### src/rtl/esie_defines.svh
// constants for the extended stack instruction executor
//
// Contract
// - pointer add puts a 6-bit literal onto pointer 0..2, one cycle, no flags
// - selector 11 on pointer add adds to frame pointer then returns from stack top
// - add/subtract with return take two cycles, second one idle while fetching
// - accumulator call pushes current program counter plus two
// - accumulator call loads accumulator into program counter low byte
// - accumulator call loads high and upper latches into program counter
// - accumulator call takes two cycles, second one idle
// - accumulator call saves no shadow copies of accumulator, status or bank
// - indexed-to-absolute move: frame pointer plus 7-bit offset to 12-bit address
// - indexed-to-indexed move: both addresses frame pointer plus 7-bit offsets
// - source on an indirect register moves the value zero
// - indexed destination on an indirect register makes the move do nothing
// - literal push writes literal at frame pointer then decrements it, one cycle
// - pointer subtract takes a 6-bit literal from pointer 0..2, one cycle, no flags
// - selector 11 on pointer subtract uses frame pointer then returns
// - extended first words decode only while the extended-set enable bit is set; a move's second word is taken regardless
`ifndef ESIE_DEFINES_SVH
`define ESIE_DEFINES_SVH

`define ESIE_ADDR_W 12
`define ESIE_PC_W 21
`define ESIE_Q_PER_CYCLE 2'h3

// opcode high bytes and call word, second-word prefix, frame selector and index, pc step
`define ESIE_OP_PTR_ADD 8'he8
`define ESIE_OP_PTR_SUB 8'he9
`define ESIE_OP_LIT_PUSH 8'hea
`define ESIE_OP_IDX_MOVE 8'heb
`define ESIE_OP_ACC_CALL 16'h0014
`define ESIE_SECOND_PREFIX 4'hf
`define ESIE_SEL_FRAME 2'h3
`define ESIE_FRAME_IDX 2'h2
`define ESIE_PC_STEP 21'h000002

// indirect register blocks: five addresses ending at each base
`define ESIE_INDIR_BASE0 12'hfef
`define ESIE_INDIR_BASE1 12'hfe7
`define ESIE_INDIR_BASE2 12'hfdf
`define ESIE_INDIR_SPAN 12'h004

`define ESIE_PTR_RESET 12'h000

`endif

### src/rtl/esie_pkg.sv
// types shared by the extended stack instruction executor
package esie_pkg;

	typedef logic [11:0] esie_addr_t;
	typedef logic [20:0] esie_pc_t;

	typedef enum logic [1:0]
	{
		ESIE_ST_IDLE = 2'h0,
		ESIE_ST_MOVE2 = 2'h1,
		ESIE_ST_FLUSH = 2'h2
	} esie_state_t;

endpackage : esie_pkg

### src/rtl/esie_ptr_if.sv
// pointer arithmetic request and result between executor and adder
`timescale 1ns/1ns
`default_nettype none

interface esie_ptr_if;
	logic [11:0] base;
	logic [11:0] operand;
	logic subtract;
	logic [11:0] result;

	modport user (output base, output operand, output subtract, input result);
	modport alu (input base, input operand, input subtract, output result);
endinterface : esie_ptr_if

`default_nettype wire

### src/rtl/esie_exec.sv
// decode and execute logic for the extended stack instructions
`timescale 1ns/1ns
`default_nettype none
`include "esie_defines.svh"

module esie_exec
#(
	parameter int PC_W = `ESIE_PC_W
)
(
	input wire logic mclk,
	input wire logic rst_b,
	input wire logic extSetEnable,
	input wire logic instrValid,
	input wire logic [15:0] instrWord,
	input wire esie_pkg::esie_pc_t pcNow,
	input wire logic [7:0] accum,
	input wire logic [7:0] pcHighLatch,
	input wire logic [7:0] pcUpperLatch,
	input wire esie_pkg::esie_pc_t stackTop,
	input wire logic [7:0] memRdData,
	output logic cycleEn,
	output logic extHit,
	output logic busy,
	output logic pcLoad,
	output esie_pkg::esie_pc_t pcLoadAddr,
	output logic stackPush,
	output esie_pkg::esie_pc_t stackPushAddr,
	output logic stackPop,
	output esie_pkg::esie_addr_t memAddr,
	output logic memRd,
	output logic memWr,
	output logic [7:0] memWrData,
	output esie_pkg::esie_addr_t filePtr0,
	output esie_pkg::esie_addr_t filePtr1,
	output esie_pkg::esie_addr_t filePtr2
);
	import esie_pkg::*;

	// ************************************************************
	// elaboration checks
	// ************************************************************
	// the program counter arithmetic and the package pc type are fixed at 21 bits
	generate
		if (PC_W != `ESIE_PC_W)
		begin : gPcWidthCheck
			$error("esie_exec: PC_W must equal the program counter width");
		end
	endgenerate

	// ************************************************************
	// helpers
	// ************************************************************
	function automatic logic isIndirect(input esie_addr_t a);
		logic hit;
		hit = 1'b0;
		if (a <= `ESIE_INDIR_BASE0 && a >= (`ESIE_INDIR_BASE0 - `ESIE_INDIR_SPAN))
			hit = 1'b1;
		if (a <= `ESIE_INDIR_BASE1 && a >= (`ESIE_INDIR_BASE1 - `ESIE_INDIR_SPAN))
			hit = 1'b1;
		if (a <= `ESIE_INDIR_BASE2 && a >= (`ESIE_INDIR_BASE2 - `ESIE_INDIR_SPAN))
			hit = 1'b1;
		return hit;
	endfunction : isIndirect

	// ************************************************************
	// quarter-cycle divider
	// ************************************************************
	logic [1:0] qCnt_r;
	logic [1:0] qCnt_nxt;

	always_comb
	begin
		qCnt_nxt = qCnt_r + 2'h1;
	end

	always_ff @(posedge mclk or negedge rst_b)
	begin
		if (!rst_b)
			qCnt_r <= 2'h0;
		else
			qCnt_r <= qCnt_nxt;
	end

	// one pulse per instruction cycle, at the last quarter
	assign cycleEn = (qCnt_r == `ESIE_Q_PER_CYCLE);

	// ************************************************************
	// pointer adder
	// ************************************************************
	esie_ptr_if ptrBus ();

	esie_ptr_alu uAlu
	(
		.port(ptrBus.alu)
	);

	// ************************************************************
	// decode
	// ************************************************************
	logic [7:0] opHi;
	logic [1:0] selField;
	logic [5:0] litShort;
	logic isPtrAdd;
	logic isPtrSub;
	logic isLitPush;
	logic isIdxMove;
	logic isAccCall;
	logic isSecondWord;

	always_comb
	begin
		opHi = instrWord[15:8];
		selField = instrWord[7:6];
		litShort = instrWord[5:0];
		isPtrAdd = (opHi == `ESIE_OP_PTR_ADD);
		isPtrSub = (opHi == `ESIE_OP_PTR_SUB);
		isLitPush = (opHi == `ESIE_OP_LIT_PUSH);
		isIdxMove = (opHi == `ESIE_OP_IDX_MOVE);
		isAccCall = (instrWord == `ESIE_OP_ACC_CALL);
		isSecondWord = (instrWord[15:12] == `ESIE_SECOND_PREFIX);
	end

	// ************************************************************
	// execution state
	// ************************************************************
	esie_state_t state_r;
	esie_state_t state_nxt;
	esie_addr_t filePtr_r [3];
	esie_addr_t filePtr_nxt [3];
	esie_addr_t srcAddr_r;
	esie_addr_t srcAddr_nxt;
	logic moveIndexed_r;
	logic moveIndexed_nxt;
	logic pcLoad_r;
	logic pcLoad_nxt;
	esie_pc_t pcLoadAddr_r;
	esie_pc_t pcLoadAddr_nxt;
	logic stackPush_r;
	logic stackPush_nxt;
	esie_pc_t stackPushAddr_r;
	esie_pc_t stackPushAddr_nxt;
	logic stackPop_r;
	logic stackPop_nxt;
	esie_addr_t memAddr_r;
	esie_addr_t memAddr_nxt;
	logic memRd_r;
	logic memRd_nxt;
	logic memWr_r;
	logic memWr_nxt;
	logic [7:0] memWrData_r;
	logic [7:0] memWrData_nxt;
	logic [1:0] ptrIdx;
	logic [7:0] movedByte;

	always_comb
	begin
		state_nxt = state_r;
		filePtr_nxt = filePtr_r;
		srcAddr_nxt = srcAddr_r;
		moveIndexed_nxt = moveIndexed_r;
		pcLoad_nxt = 1'b0;
		pcLoadAddr_nxt = pcLoadAddr_r;
		stackPush_nxt = 1'b0;
		stackPushAddr_nxt = stackPushAddr_r;
		stackPop_nxt = 1'b0;
		memAddr_nxt = memAddr_r;
		memRd_nxt = 1'b0;
		memWr_nxt = 1'b0;
		memWrData_nxt = memWrData_r;
		ptrBus.base = filePtr_r[`ESIE_FRAME_IDX];
		ptrBus.operand = 12'h000;
		ptrBus.subtract = 1'b0;
		ptrIdx = (selField == `ESIE_SEL_FRAME) ? `ESIE_FRAME_IDX : selField;
		// read data is zero when the source sits on an indirect register
		movedByte = isIndirect(srcAddr_r) ? 8'h00 : memRdData;
		extHit = 1'b0;

		case (state_r)
			ESIE_ST_IDLE:
			begin
				// nothing here is decoded while the extension is off
				if (cycleEn && instrValid && extSetEnable)
				begin
					if (isPtrAdd || isPtrSub)
					begin
						extHit = 1'b1;
						ptrBus.base = filePtr_r[ptrIdx];
						ptrBus.operand = {6'h00, litShort};
						ptrBus.subtract = isPtrSub;
						filePtr_nxt[ptrIdx] = ptrBus.result;
						if (selField == `ESIE_SEL_FRAME)
						begin
							pcLoad_nxt = 1'b1;
							pcLoadAddr_nxt = stackTop;
							stackPop_nxt = 1'b1;
							state_nxt = ESIE_ST_FLUSH;
						end
					end
					else if (isLitPush)
					begin
						extHit = 1'b1;
						memAddr_nxt = filePtr_r[`ESIE_FRAME_IDX];
						memWr_nxt = 1'b1;
						memWrData_nxt = instrWord[7:0];
						ptrBus.operand = 12'h001;
						ptrBus.subtract = 1'b1;
						filePtr_nxt[`ESIE_FRAME_IDX] = ptrBus.result;
					end
					else if (isIdxMove)
					begin
						extHit = 1'b1;
						ptrBus.operand = {5'h00, instrWord[6:0]};
						srcAddr_nxt = ptrBus.result;
						memAddr_nxt = ptrBus.result;
						memRd_nxt = 1'b1;
						moveIndexed_nxt = instrWord[7];
						state_nxt = ESIE_ST_MOVE2;
					end
					else if (isAccCall)
					begin
						// no shadow save or restore happens on this call
						extHit = 1'b1;
						stackPush_nxt = 1'b1;
						stackPushAddr_nxt = pcNow + `ESIE_PC_STEP;
						pcLoad_nxt = 1'b1;
						pcLoadAddr_nxt = {pcUpperLatch[4:0], pcHighLatch, accum};
						state_nxt = ESIE_ST_FLUSH;
					end
				end
			end
			ESIE_ST_MOVE2:
			begin
				// waits for the second word; a stray first-word opcode is not expected
				if (cycleEn && instrValid && isSecondWord)
				begin
					extHit = 1'b1;
					memWrData_nxt = movedByte;
					state_nxt = ESIE_ST_IDLE;
					if (moveIndexed_r)
					begin
						ptrBus.operand = {5'h00, instrWord[6:0]};
						memAddr_nxt = ptrBus.result;
						// an indirect destination turns the whole move into a no-op
						memWr_nxt = !isIndirect(ptrBus.result);
					end
					else
					begin
						memAddr_nxt = instrWord[11:0];
						memWr_nxt = 1'b1;
					end
				end
			end
			ESIE_ST_FLUSH:
			begin
				// idle cycle while the new target is fetched
				if (cycleEn)
					state_nxt = ESIE_ST_IDLE;
			end
			default:
			begin
				state_nxt = ESIE_ST_IDLE;
			end
		endcase
	end

	always_ff @(posedge mclk or negedge rst_b)
	begin
		if (!rst_b)
		begin
			state_r <= ESIE_ST_IDLE;
			filePtr_r[0] <= `ESIE_PTR_RESET;
			filePtr_r[1] <= `ESIE_PTR_RESET;
			filePtr_r[2] <= `ESIE_PTR_RESET;
			srcAddr_r <= 12'h000;
			moveIndexed_r <= 1'b0;
			pcLoad_r <= 1'b0;
			pcLoadAddr_r <= 21'h000000;
			stackPush_r <= 1'b0;
			stackPushAddr_r <= 21'h000000;
			stackPop_r <= 1'b0;
			memAddr_r <= 12'h000;
			memRd_r <= 1'b0;
			memWr_r <= 1'b0;
			memWrData_r <= 8'h00;
		end
		else
		begin
			state_r <= state_nxt;
			filePtr_r <= filePtr_nxt;
			srcAddr_r <= srcAddr_nxt;
			moveIndexed_r <= moveIndexed_nxt;
			pcLoad_r <= pcLoad_nxt;
			pcLoadAddr_r <= pcLoadAddr_nxt;
			stackPush_r <= stackPush_nxt;
			stackPushAddr_r <= stackPushAddr_nxt;
			stackPop_r <= stackPop_nxt;
			memAddr_r <= memAddr_nxt;
			memRd_r <= memRd_nxt;
			memWr_r <= memWr_nxt;
			memWrData_r <= memWrData_nxt;
		end
	end

	// ************************************************************
	// outputs
	// ************************************************************
	assign busy = (state_r != ESIE_ST_IDLE);
	assign pcLoad = pcLoad_r;
	assign pcLoadAddr = pcLoadAddr_r;
	assign stackPush = stackPush_r;
	assign stackPushAddr = stackPushAddr_r;
	assign stackPop = stackPop_r;
	assign memAddr = memAddr_r;
	assign memRd = memRd_r;
	assign memWr = memWr_r;
	assign memWrData = memWrData_r;
	assign filePtr0 = filePtr_r[0];
	assign filePtr1 = filePtr_r[1];
	assign filePtr2 = filePtr_r[2];

endmodule : esie_exec

`default_nettype wire

### src/rtl/esie_ptr_alu.sv
// full-width pointer adder and subtractor
`timescale 1ns/1ns
`default_nettype none

module esie_ptr_alu
(
	esie_ptr_if.alu port
);
	import esie_pkg::*;

	// carry and borrow ripple through all twelve bits, never byte-wrapped
	always_comb
	begin
		if (port.subtract)
			port.result = port.base - port.operand;
		else
			port.result = port.base + port.operand;
	end

endmodule : esie_ptr_alu

`default_nettype wire

### config.mk
export PLATFORM = sky130hd
export DESIGN_NAME = esie_exec
export DESIGN_NICKNAME = d
export VERILOG_FILES = /design/src/rtl/esie_pkg.sv /design/src/rtl/esie_ptr_if.sv /design/src/rtl/esie_exec.sv /design/src/rtl/esie_ptr_alu.sv
export VERILOG_INCLUDE_DIRS = /design/src /design/src/rtl
export SDC_FILE = /design/constraint.sdc
export NUM_CORES = 1
export LEC_CHECK = 0
export ABC_AREA = 1
export BUFFER_PORTS_ARGS = -buffer_cell sky130_fd_sc_hd__buf_2
export CORE_MARGIN = 2
export CORE_UTILIZATION = 38
export CTS_CLUSTER_DIAMETER = 150
export DETAILED_ROUTE_END_ITERATION = 16
export PLACE_DENSITY = 0.69
export SLEW_MARGIN = 5
export SYNTH_ARGS = -nofsm -noshare
export SYNTH_HDL_FRONTEND = slang
export SYNTH_HIERARCHICAL = 1
export SYNTH_SLANG_ARGS = --single-unit
### constraint.sdc
create_clock -name mclk -period 9.9 [get_ports mclk]
set_input_delay 2.475 -clock mclk [delete_from_list [all_inputs] [get_ports mclk]]
set_output_delay 2.475 -clock mclk [all_outputs]
set_load 0.05 [all_outputs]
After elaboration in Yosys (flattened, before gate mapping)
Index checks and enable logic that the tools add are counted.
- eq/ne operators: 22
- muxes and demuxes: 89
- add/sub/neg operators: 4
- bitwise operators: 4
- $lt $le $gt $ge: 14
- reduce and logical (&&, ||, !) cells: 25
- operators by type and width (kind ; count):
    $mux 12 ; 15
    $mux 21 ; 5
    $ge 12x12->1 const B ; 6
    $le 12x12->1 const B ; 6
    $mux 7 ; 6
    $mux 1 ; 40
    $mux 8 ; 5
    $bwmux 36 ; 1
    $eq 8x8->1 const B ; 4
    $bmux 12 s2 ; 1
    $demux 12 s2 ; 1
    $pmux 12 s2 ; 1
    $add 21x2->21 const B ; 1
    $mux 2 ; 9
    $reduce_and 6->1 ; 3
    $eq 16x5->1 const B ; 1
    $pmux 8 s2 ; 1
    $reduce_and 5->1 ; 3
    $pmux 7 s2 ; 1
    $add 12x7->12 ; 1
    $ne 2x2->1 const B ; 6
    $sub 12x7->12 ; 1
    $logic_and 1x1->1 ; 10
    $ne 3x3->1 const B ; 3
    17 further kinds ; 27
- word-level logic and storage cells: 174
- output and inout port bits: 106
- register bits after elaboration: 120
- input port bits: 94

Longest topological paths before layout
Gate-level depths: netlist of run 1.
- depth after elaboration: 23
- mapped depth: 35
- gate-level depth less buffers: 34

Hierarchy
Netlist of run 1, hierarchy kept.
- modules (own cells, without submodules) (module ; times used ; area each (um2) ; cells each ; sequential area each (um2)):
    esie_exec ; 1 ; 6576.3 ; 919 ; 3002.9
    esie_ptr_alu ; 1 ; 947.2 ; 167 ; 0.0

Worst setup path before layout of run 1
Ideal clock, no wire load.
- path type: input port to output port
- from: in instrValid
- to: out extHit
- required time: 7.425 ns
- stages: 9
- arrival time: 3.662 ns
- path buffers: 1
- setup slack: 3.763 ns
- cells stage by stage: nand2_1 > inv_2 > nand2_2 > inv_1 > nand2_1 > inv_2 > buf_2 > nand2_1 > nand3_1
- word-level cells in the longest chain between the ends: 4
- elaborated cells on any way between the ends: 6
- classes of those cells: mux (3); reduce/logical (3)
- ends and longest elaborated chain (element ; line ; source):
    from (decl) ; esie_exec.sv:14 ; input wire logic instrValid,
    $logic_and 1x1->1 (*) ; esie_exec.sv:183, esie_exec.sv:235 ;
    $logic_and 1x1->1 (on tied branches) ; esie_exec.sv:235, esie_exec.sv:183 ;
    $mux 1 (on tied branches) ; esie_exec.sv:235, esie_exec.sv:183 ;
    $pmux 1 s2 (*) ; esie_exec.sv:179 ; case (state_r)
    to (decl) ; esie_exec.sv:23 ; output logic extHit,
Mark *: on every way between the ends. The rest lies on a longest branch, timed or not.

Final worst setup path of run 1
- from: in instrWord[9]
- to: reg memWr_r (netlist: memWr)
- word-level cells in the longest chain between the ends: 20
- elaborated cells on any way between the ends: 41
- classes of those cells: add/sub (2); order compare (6); eq/ne (4); mux (24); reduce/logical (5)
- ends and longest elaborated chain (element ; line ; source):
    from (decl) ; esie_exec.sv:15 ; input wire logic [15:0] instrWord,
    $eq 8x8->1 (no line) ; -- ;
    $mux 7 ; esie_exec.sv:210 ; else if (isIdxMove)
    $mux 7 ; esie_exec.sv:200 ; else if (isLitPush)
    $mux 7 (*) ; esie_exec.sv:185 ; if (isPtrAdd || isPtrSub)
    $mux 7 (*) ; esie_exec.sv:183 ; if (cycleEn && instrValid && extSetEnable)
    $pmux 7 s2 (*) ; esie_exec.sv:179 ;
    via ptrBus.operand[0] ; esie_ptr_if.sv:7 ; logic [11:0] operand;
    $add 12x7->12 / $sub 12x7->12 (equally long branches) ; esie_ptr_alu.sv:17, esie_ptr_alu.sv:15 ;
    (+1 left out) ; -- ;
    via ptrBus.result[8] ; esie_ptr_if.sv:9 ; logic [11:0] result;
    (+5 left out) ; -- ;
    $mux 1 (*) ; esie_exec.sv:240 ; if (moveIndexed_r)
    $mux 1 (*) ; esie_exec.sv:235 ; if (cycleEn && instrValid && isSecondWord)
    $mux 1 (*) ; esie_exec.sv:179 ;
    $logic_not 1->1 (*) ; esie_exec.sv:245 ; memWr_nxt = !isIndirect(ptrBus.result);
    $mux 1 (*) ; esie_exec.sv:240 ;
    $mux 1 (*) ; esie_exec.sv:235 ;
    $pmux 1 s2 (*) ; esie_exec.sv:179 ;
    via memWr_nxt ; esie_exec.sv:150 ; logic memWr_nxt;
    to (signal assigned) ; esie_exec.sv:300 ; memWr_r <= memWr_nxt;
    to (decl) ; esie_exec.sv:149 ; logic memWr_r;
The timed path passes the listed nets; every way through them passes the cells marked *. The select of a mux whose other input is x is not followed.
A chain may end at the register's enable or synchronous reset.

==> results of run 1 <==
[worst max-delay path: cells and delay by family]
kind	cells	cell delay, ns
compound gates	2	0.37
simple gates	11	2.73
buf+inv	6	0.68
fa+ha+maj	2	0.61
xor+xnor	2	0.46
[metrics by stage]
step | std cells | hold slack [ns]
2_1_floorplan | 1096 | 0.4006
3_3_place_gp | 1519 | 0.4114
3_5_place_dp | 1519 | 0.4185
4_1_cts | 1550 | 0.4292
5_1_grt | 1551 | 0.4347
6_report | 1552 | 0.4276
[logic make-up after synthesis]
| family | synth area share |
|---|---|
| fa+ha+maj | 0.02594 |
| buf+inv | 0.07517 |
| flops | 0.3991 |
| simple gates | 0.3850 |
| xor+xnor | 0.03260 |
| compound gates | 0.08166 |
| other cells | 0.0004984 |
[where the power goes]
part           internal (mW)  switching, mW  leakage, nW
clock network          0.454          0.225        0.310
logic                 0.0342         0.0751         3.30
registers              0.494        0.00199         1.67
total                  0.982          0.302         5.28
[cell usage after synthesis (all sizes together)]
cell    number
nand2      462
dfrtp      120
nand3       96
inv         91
o21ai       86
nor2        83
buf         34
a21oi       19
xor2        19
nand3b      15
ha          14
nand4       12
xnor2        9
clkbuf       8
nor3         5
o211ai       3
a21o         2
o21bai       2
a31oi        1
a41oi        1
conb         1
fa           1
nand2b       1
o22ai        1
[worst max path at each step]
stage	startpoint	endpoint	slack [ns]
6_report	instrWord[9]	memWr	2.84
5_1_grt	instrWord[9]	memWr	2.45
4_1_cts	instrWord[9]	memWr	2.99
3_5_place_dp	instrWord[14]	memWr	2.58
3_3_place_gp	instrWord[9]	memWr	2.62
2_1_floorplan	instrValid	extHit	3.76
[routing by layer]
layer | share of wire | vias to the layer above | track usage
li1 | - | 3816 | -
met1 | 0.47 | 3462 | 0.3311
met2 | 0.43 | 288 | 0.3437
met3 | 0.076 | 41 | 0.05594
met4 | 0.024 | 0 | 0.07869
met5 | 0 | - | 0
[layout make-up]
class / count / area, µm²
fill: 1970 / 10130
multi-input combinational: 843 / 3993
sequential: 120 / 3003
timing repair buffer: 200 / 1013
clock buffer: 25 / 505.5
inverter: 91 / 341.6
tap: 265 / 331.6
clock inverter: 6 / 136.4
antenna: 2 / 5.005
[registers in the layout (all words and copies together), names as in the netlist, 2 cells and up]
name,count
filePtr0,12
filePtr1,12
filePtr2,12
memAddr,12
memWrData,8
pcLoadAddr,21
qCnt_r,2
srcAddr_r,12
stackPushAddr,21
state_r,2
[placed cells by master, fill, tap and decap left out, drive strengths merged, types with 2 or more instances in the layout]
master	instances
o21ai	86
conb	11
o21bai	2
nor2	83
nor3	5
dfrtp	120
nand3b	15
xnor2	9
clkbuf	25
a21o	2
ha	14
o211ai	3
nand2	462
xor2	19
a21oi	19
diode	2
buf	200
nand3	96
nand4	12
bufinv	4
inv	91
==> results.py, run 1 <==
metrics = {
    "status": {
        "status": "complete, no violations",
    },
    "finish": {
        "nets": 1382,
        "design_area_mm2": 0.009329,
        "drive_gt1_frac": 0.2109,
        "fin_util": 0.4793,
        "syn_to_final_growth_pct": 24.00,
    },
    "grt": {
        "grt_max_degree": 76,
        "grt_overflow_total": 0,
        "grt_usage": 0.2316,
        "grt_pass1_wl_um": 37380,
        "grt_pass1_vias": 7100,
        "antenna_found_initial": 1,
    },
    "clocking": {
        "cts_made_buffers": 17,
        "cts_tree": "yes",
        "postCtsHoldBufs": 0,
        "htreeDepth": 4,
        "post_cts_buffers": 0,
        "cts_sinks": 120,
        "clkTransAtPathRegs_ns": 0.06,
        "cts_resized": 0,
        "clockBufferDepth": 2,
        "clk-insertion-delay-late_ns": 0.42,
        "clockRootBuffer": "clkbuf_16",
    },
    "place": {
        "gp_congestion": 0.9335,
        "port_buffers": 196,
        "dp_hpwl_um": 17700,
        "pre_cts_slack_ns": 2.580,
        "placed_cell_area_mm2": 0.008682,
    },
    "worst_setup_path": {
        "rrSetupSlack_ns": 4.41,
        "cpMaxStageDelayCell": "nand4_1",
        "worst_setup_path_end_kind": "flop",
        "r2r_end": "memWr",
        "arrival_ns": 7.35,
        "cpPeakStageDelay_ns": 0.88,
        "worstPathCellList": "buf_2 > inv_1 > nor3_1 > nand4_1 > nand3_1 > nand2_1 > nand2_1 > inv_1 > ha_1 > a31oi_1 > xor2_1 > inv_1 > ha_1 > nand2_1 > inv_1 > nand3_1 > nand2_1 > xor2_1 > inv_1 > nor3_1 > nand3_1 > o21ai_0 > nand2_1",
        "rr_worst_depth": 25,
        "cp.required_ns": 10.19,
        "crit_type": "primary input to flop",
        "r2r_start": "qCnt_r[0]",
        "critical_path.max_fanout": 29,
        "start_kind": "primary input",
    },
    "synth": {
        "yosysWarnings": 6,
        "synth_top_cell_by_area": "dfrtp_1",
        "ys_types": 39,
        "syn_area_mm2": 0.007523,
        "synth_seq_cells": 120,
        "netlist_instances": 1086,
        "synth_area_leaders": "dfrtp_1, nand2_1, nand3_1, inv_1, nor2_1",
        "synth.top_cell.area_share": 0.3991,
        "avgSynthCellArea_um2": 6.928,
        "ys_seq_area_frac": 0.3991,
    },
    "floorplanning": {
        "fp-row-count": 51,
        "initial_core_util": 0.3866,
        "fp.coreArea_mm2": 0.01946,
        "die_area_mm2": 0.02094,
        "ioPinCount": 200,
        "die_width_um": 144.7,
        "die_h_um": 144.7,
    },
    "sta": {
        "clock.fmax_ghz": 0.1416,
        "worst_slack_ns": 2.835,
        "worst_slew_pin_slew_ns": 1.087,
        "hold_violations": 0,
        "drv_slew": 0,
        "fin_skew_ns": 0.007511,
        "finalSetupViolCount": 0,
        "rsz0062_at_grt": "no",
        "fin_crit_sh": 0.7136,
        "maxSlewHeadroom": 0.2730,
        "fin_crit_ns": 7.065,
        "tns_ns": 0,
    },
    "min_path": {
        "hp-class": "flop to flop",
        "min_from": "qCnt_r[0]",
        "hold_end": "qCnt_r[0]",
        "holdPathStages": 1,
    },
    "routing": {
        "vias": 7607,
        "drt-initial-drc-count": 801,
        "remaining_drc_errors": 0,
        "wirelength_um": 23510,
        "via_per_inst": 4.901,
        "drt_pre_antenna_iters": 7,
        "ant_nets": 0,
        "wl_per_cell_um": 15.14,
    },
    "power": {
        "peakVddDrop_mv": 0.1160,
        "power.leakage_nw": 5.277,
        "power.total_mw": 1.284,
        "power.density_mw_per_mm2": 137.6,
    },
    "run": {
        "drv_cap": 0,
    },
}
Power figures use the tool's default switching activity.
==> inputs of run 2 (changes only) <==
- PLACE_DENSITY: 0.69 -> 0.71
- clock period: 9.9 -> 6.3 ns (I/O delays scaled with it)
==> results.py, run 2 (synthesized netlist as in run 1, its figures left out) <==
metrics = {
    "routing": {
        "via_per_inst": 4.887,
        "drt_pre_antenna_iters": 5,
        "drt-initial-drc-count": 567,
        "routed.top_layer": "met4",
        "wl_met2_um": 10480,
        "dr_wl_met3_um": 1489,
        "wirelength_um": 23200,
        "remaining_drc_errors": 0,
        "met1_length_um": 10660,
        "vias": 7619,
        "wl_per_cell_um": 14.88,
        "ant_nets": 0,
    },
    "sta": {
        "clock.fmax_ghz": 0.1833,
        "hold-worst-slack_ns": 0.4272,
        "fin_crit_ns": 5.455,
        "rsz0062_at_grt": "no",
        "hold_violations": 0,
        "fin_skew_ns": 0.01061,
        "maxSlewHeadroom": 0.3542,
        "worst_slew_pin_slew_ns": 0.9687,
        "fin_crit_sh": 0.8659,
        "worst_slack_ns": 0.8448,
        "finalSetupViolCount": 0,
        "tns_ns": 0,
        "drv_slew": 0,
    },
    "grt": {
        "grt_pass1_vias": 7122,
        "grt_pass1_wl_um": 36690,
        "grt_usage": 0.2283,
        "grt_max_degree": 66,
        "antenna_found_initial": 2,
        "grt_overflow_total": 0,
    },
    "place": {
        "port_buffers": 196,
        "dp_hpwl_um": 17660,
        "pre_cts_slack_ns": 0.4932,
        "gp_congestion": 0.9383,
    },
    "clocking": {
        "cts_tree": "yes",
        "clockRootBuffer": "clkbuf_16",
        "clockBufferDepth": 2,
        "cts_sinks": 120,
        "postCtsHoldBufs": 0,
        "post_cts_buffers": 0,
        "htreeDepth": 4,
        "cts_made_buffers": 17,
        "cts_resized": 0,
        "clkTransAtPathRegs_ns": 0.05,
        "clk-insertion-delay-late_ns": 0.43,
    },
    "worst_setup_path": {
        "cp.required_ns": 6.59,
        "critical_path.max_fanout": 23,
        "start_kind": "primary input",
        "arrival_ns": 5.74,
        "crit_type": "primary input to flop",
        "cpPeakStageDelay_ns": 0.37,
        "worst_setup_path_end_kind": "flop",
        "critPathMostFrequentCell": "nand2_1",
        "cpMaxStageDelayCell": "nand2_2",
    },
    "floorplanning": {
        "die_h_um": 144.7,
        "die_width_um": 144.7,
        "ioPinCount": 200,
        "die_area_mm2": 0.02094,
        "fp-row-count": 51,
        "initial_core_util": 0.3866,
        "fp.coreArea_mm2": 0.01946,
    },
    "min_path": {
        "hp-class": "flop to flop",
    },
    "status": {
        "status": "complete, no violations",
    },
    "finish": {
        "drive_gt1_frac": 0.2167,
        "syn_to_final_growth_pct": 24.25,
        "final_common_cell": "nand2_1",
        "layout_common_cells": "nand2_1, buf_2, dfrtp_1, nand3_1, inv_1",
        "nets": 1388,
    },
    "power": {
        "power.total_mw": 1.969,
        "power.density_mw_per_mm2": 210.6,
        "power.leakage_nw": 5.304,
        "peakVddDrop_mv": 0.1869,
    },
    "run": {
        "drv_cap": 0,
    },
}
==> run 2: final timing paths <==
kind                       depth (start not counted)  slack (ns)          start           endpoint
setup / recovery                                  30        0.84  instrWord[12]              memWr
hold / removal                                     1        0.43      qCnt_r[0]          qCnt_r[0]
setup reg to reg                                  28        1.88     state_r[1]              memWr
hold reg to reg                                    1        0.43      qCnt_r[0]          qCnt_r[0]
max in group asynchronous                          2        3.82          rst_b        filePtr1[9]
min in group asynchronous                          1        1.19          rst_b  stackPushAddr[12]
==> run 2: power by group <==
group	switching, mW	internal (mW)	total [mW]
clock network	0.365	0.653	1.02
registers	0.00288	0.775	0.778
logic	0.118	0.0544	0.172
total	0.485	1.48	1.97
==> run 2: area by class of cell <==
| cell class | count | area, µm² |
|---|---|---|
| Tap cell | 265 | 331.6 |
| Clock inverter | 11 | 145.1 |
| Inverter | 91 | 341.6 |
| Antenna cell | 2 | 5.005 |
| Multi-Input combinational cell | 843 | 3993 |
| Sequential cell | 120 | 3003 |
| Fill cell | 1977 | 10110 |
| Timing Repair Buffer | 206 | 1059 |
| Clock buffer | 21 | 470.5 |
==> run 2: per-layer routing <==
metal | vias up | GRT usage
met1 | 3492 | 0.3161
li1 | 3824 | -
met4 | 0 | 0.08278
met5 | - | 0
met2 | 262 | 0.3540
met3 | 41 | 0.04804
==> run 2: through the flow <==
stage          std cells  cell area, µm²    util
2_1_floorplan       1096            7561       -
3_3_place_gp        1525            8727  0.4484
6_report            1559            9348  0.4803
3_5_place_dp        1525            8727  0.4484
5_1_grt             1559            9348  0.4803
4_1_cts             1557            9343  0.4800
==> run 2: worst max-delay path, delay by kind of cell <==
| kind | cells | cell delay (ns) |
|---|---|---|
| buffers and inverters | 6 | 0.56 |
| and+or+nand+nor | 21 | 2.80 |
| AOI/OAI and AO/OA | 1 | 0.22 |
| adders and majority gates | 2 | 0.59 |
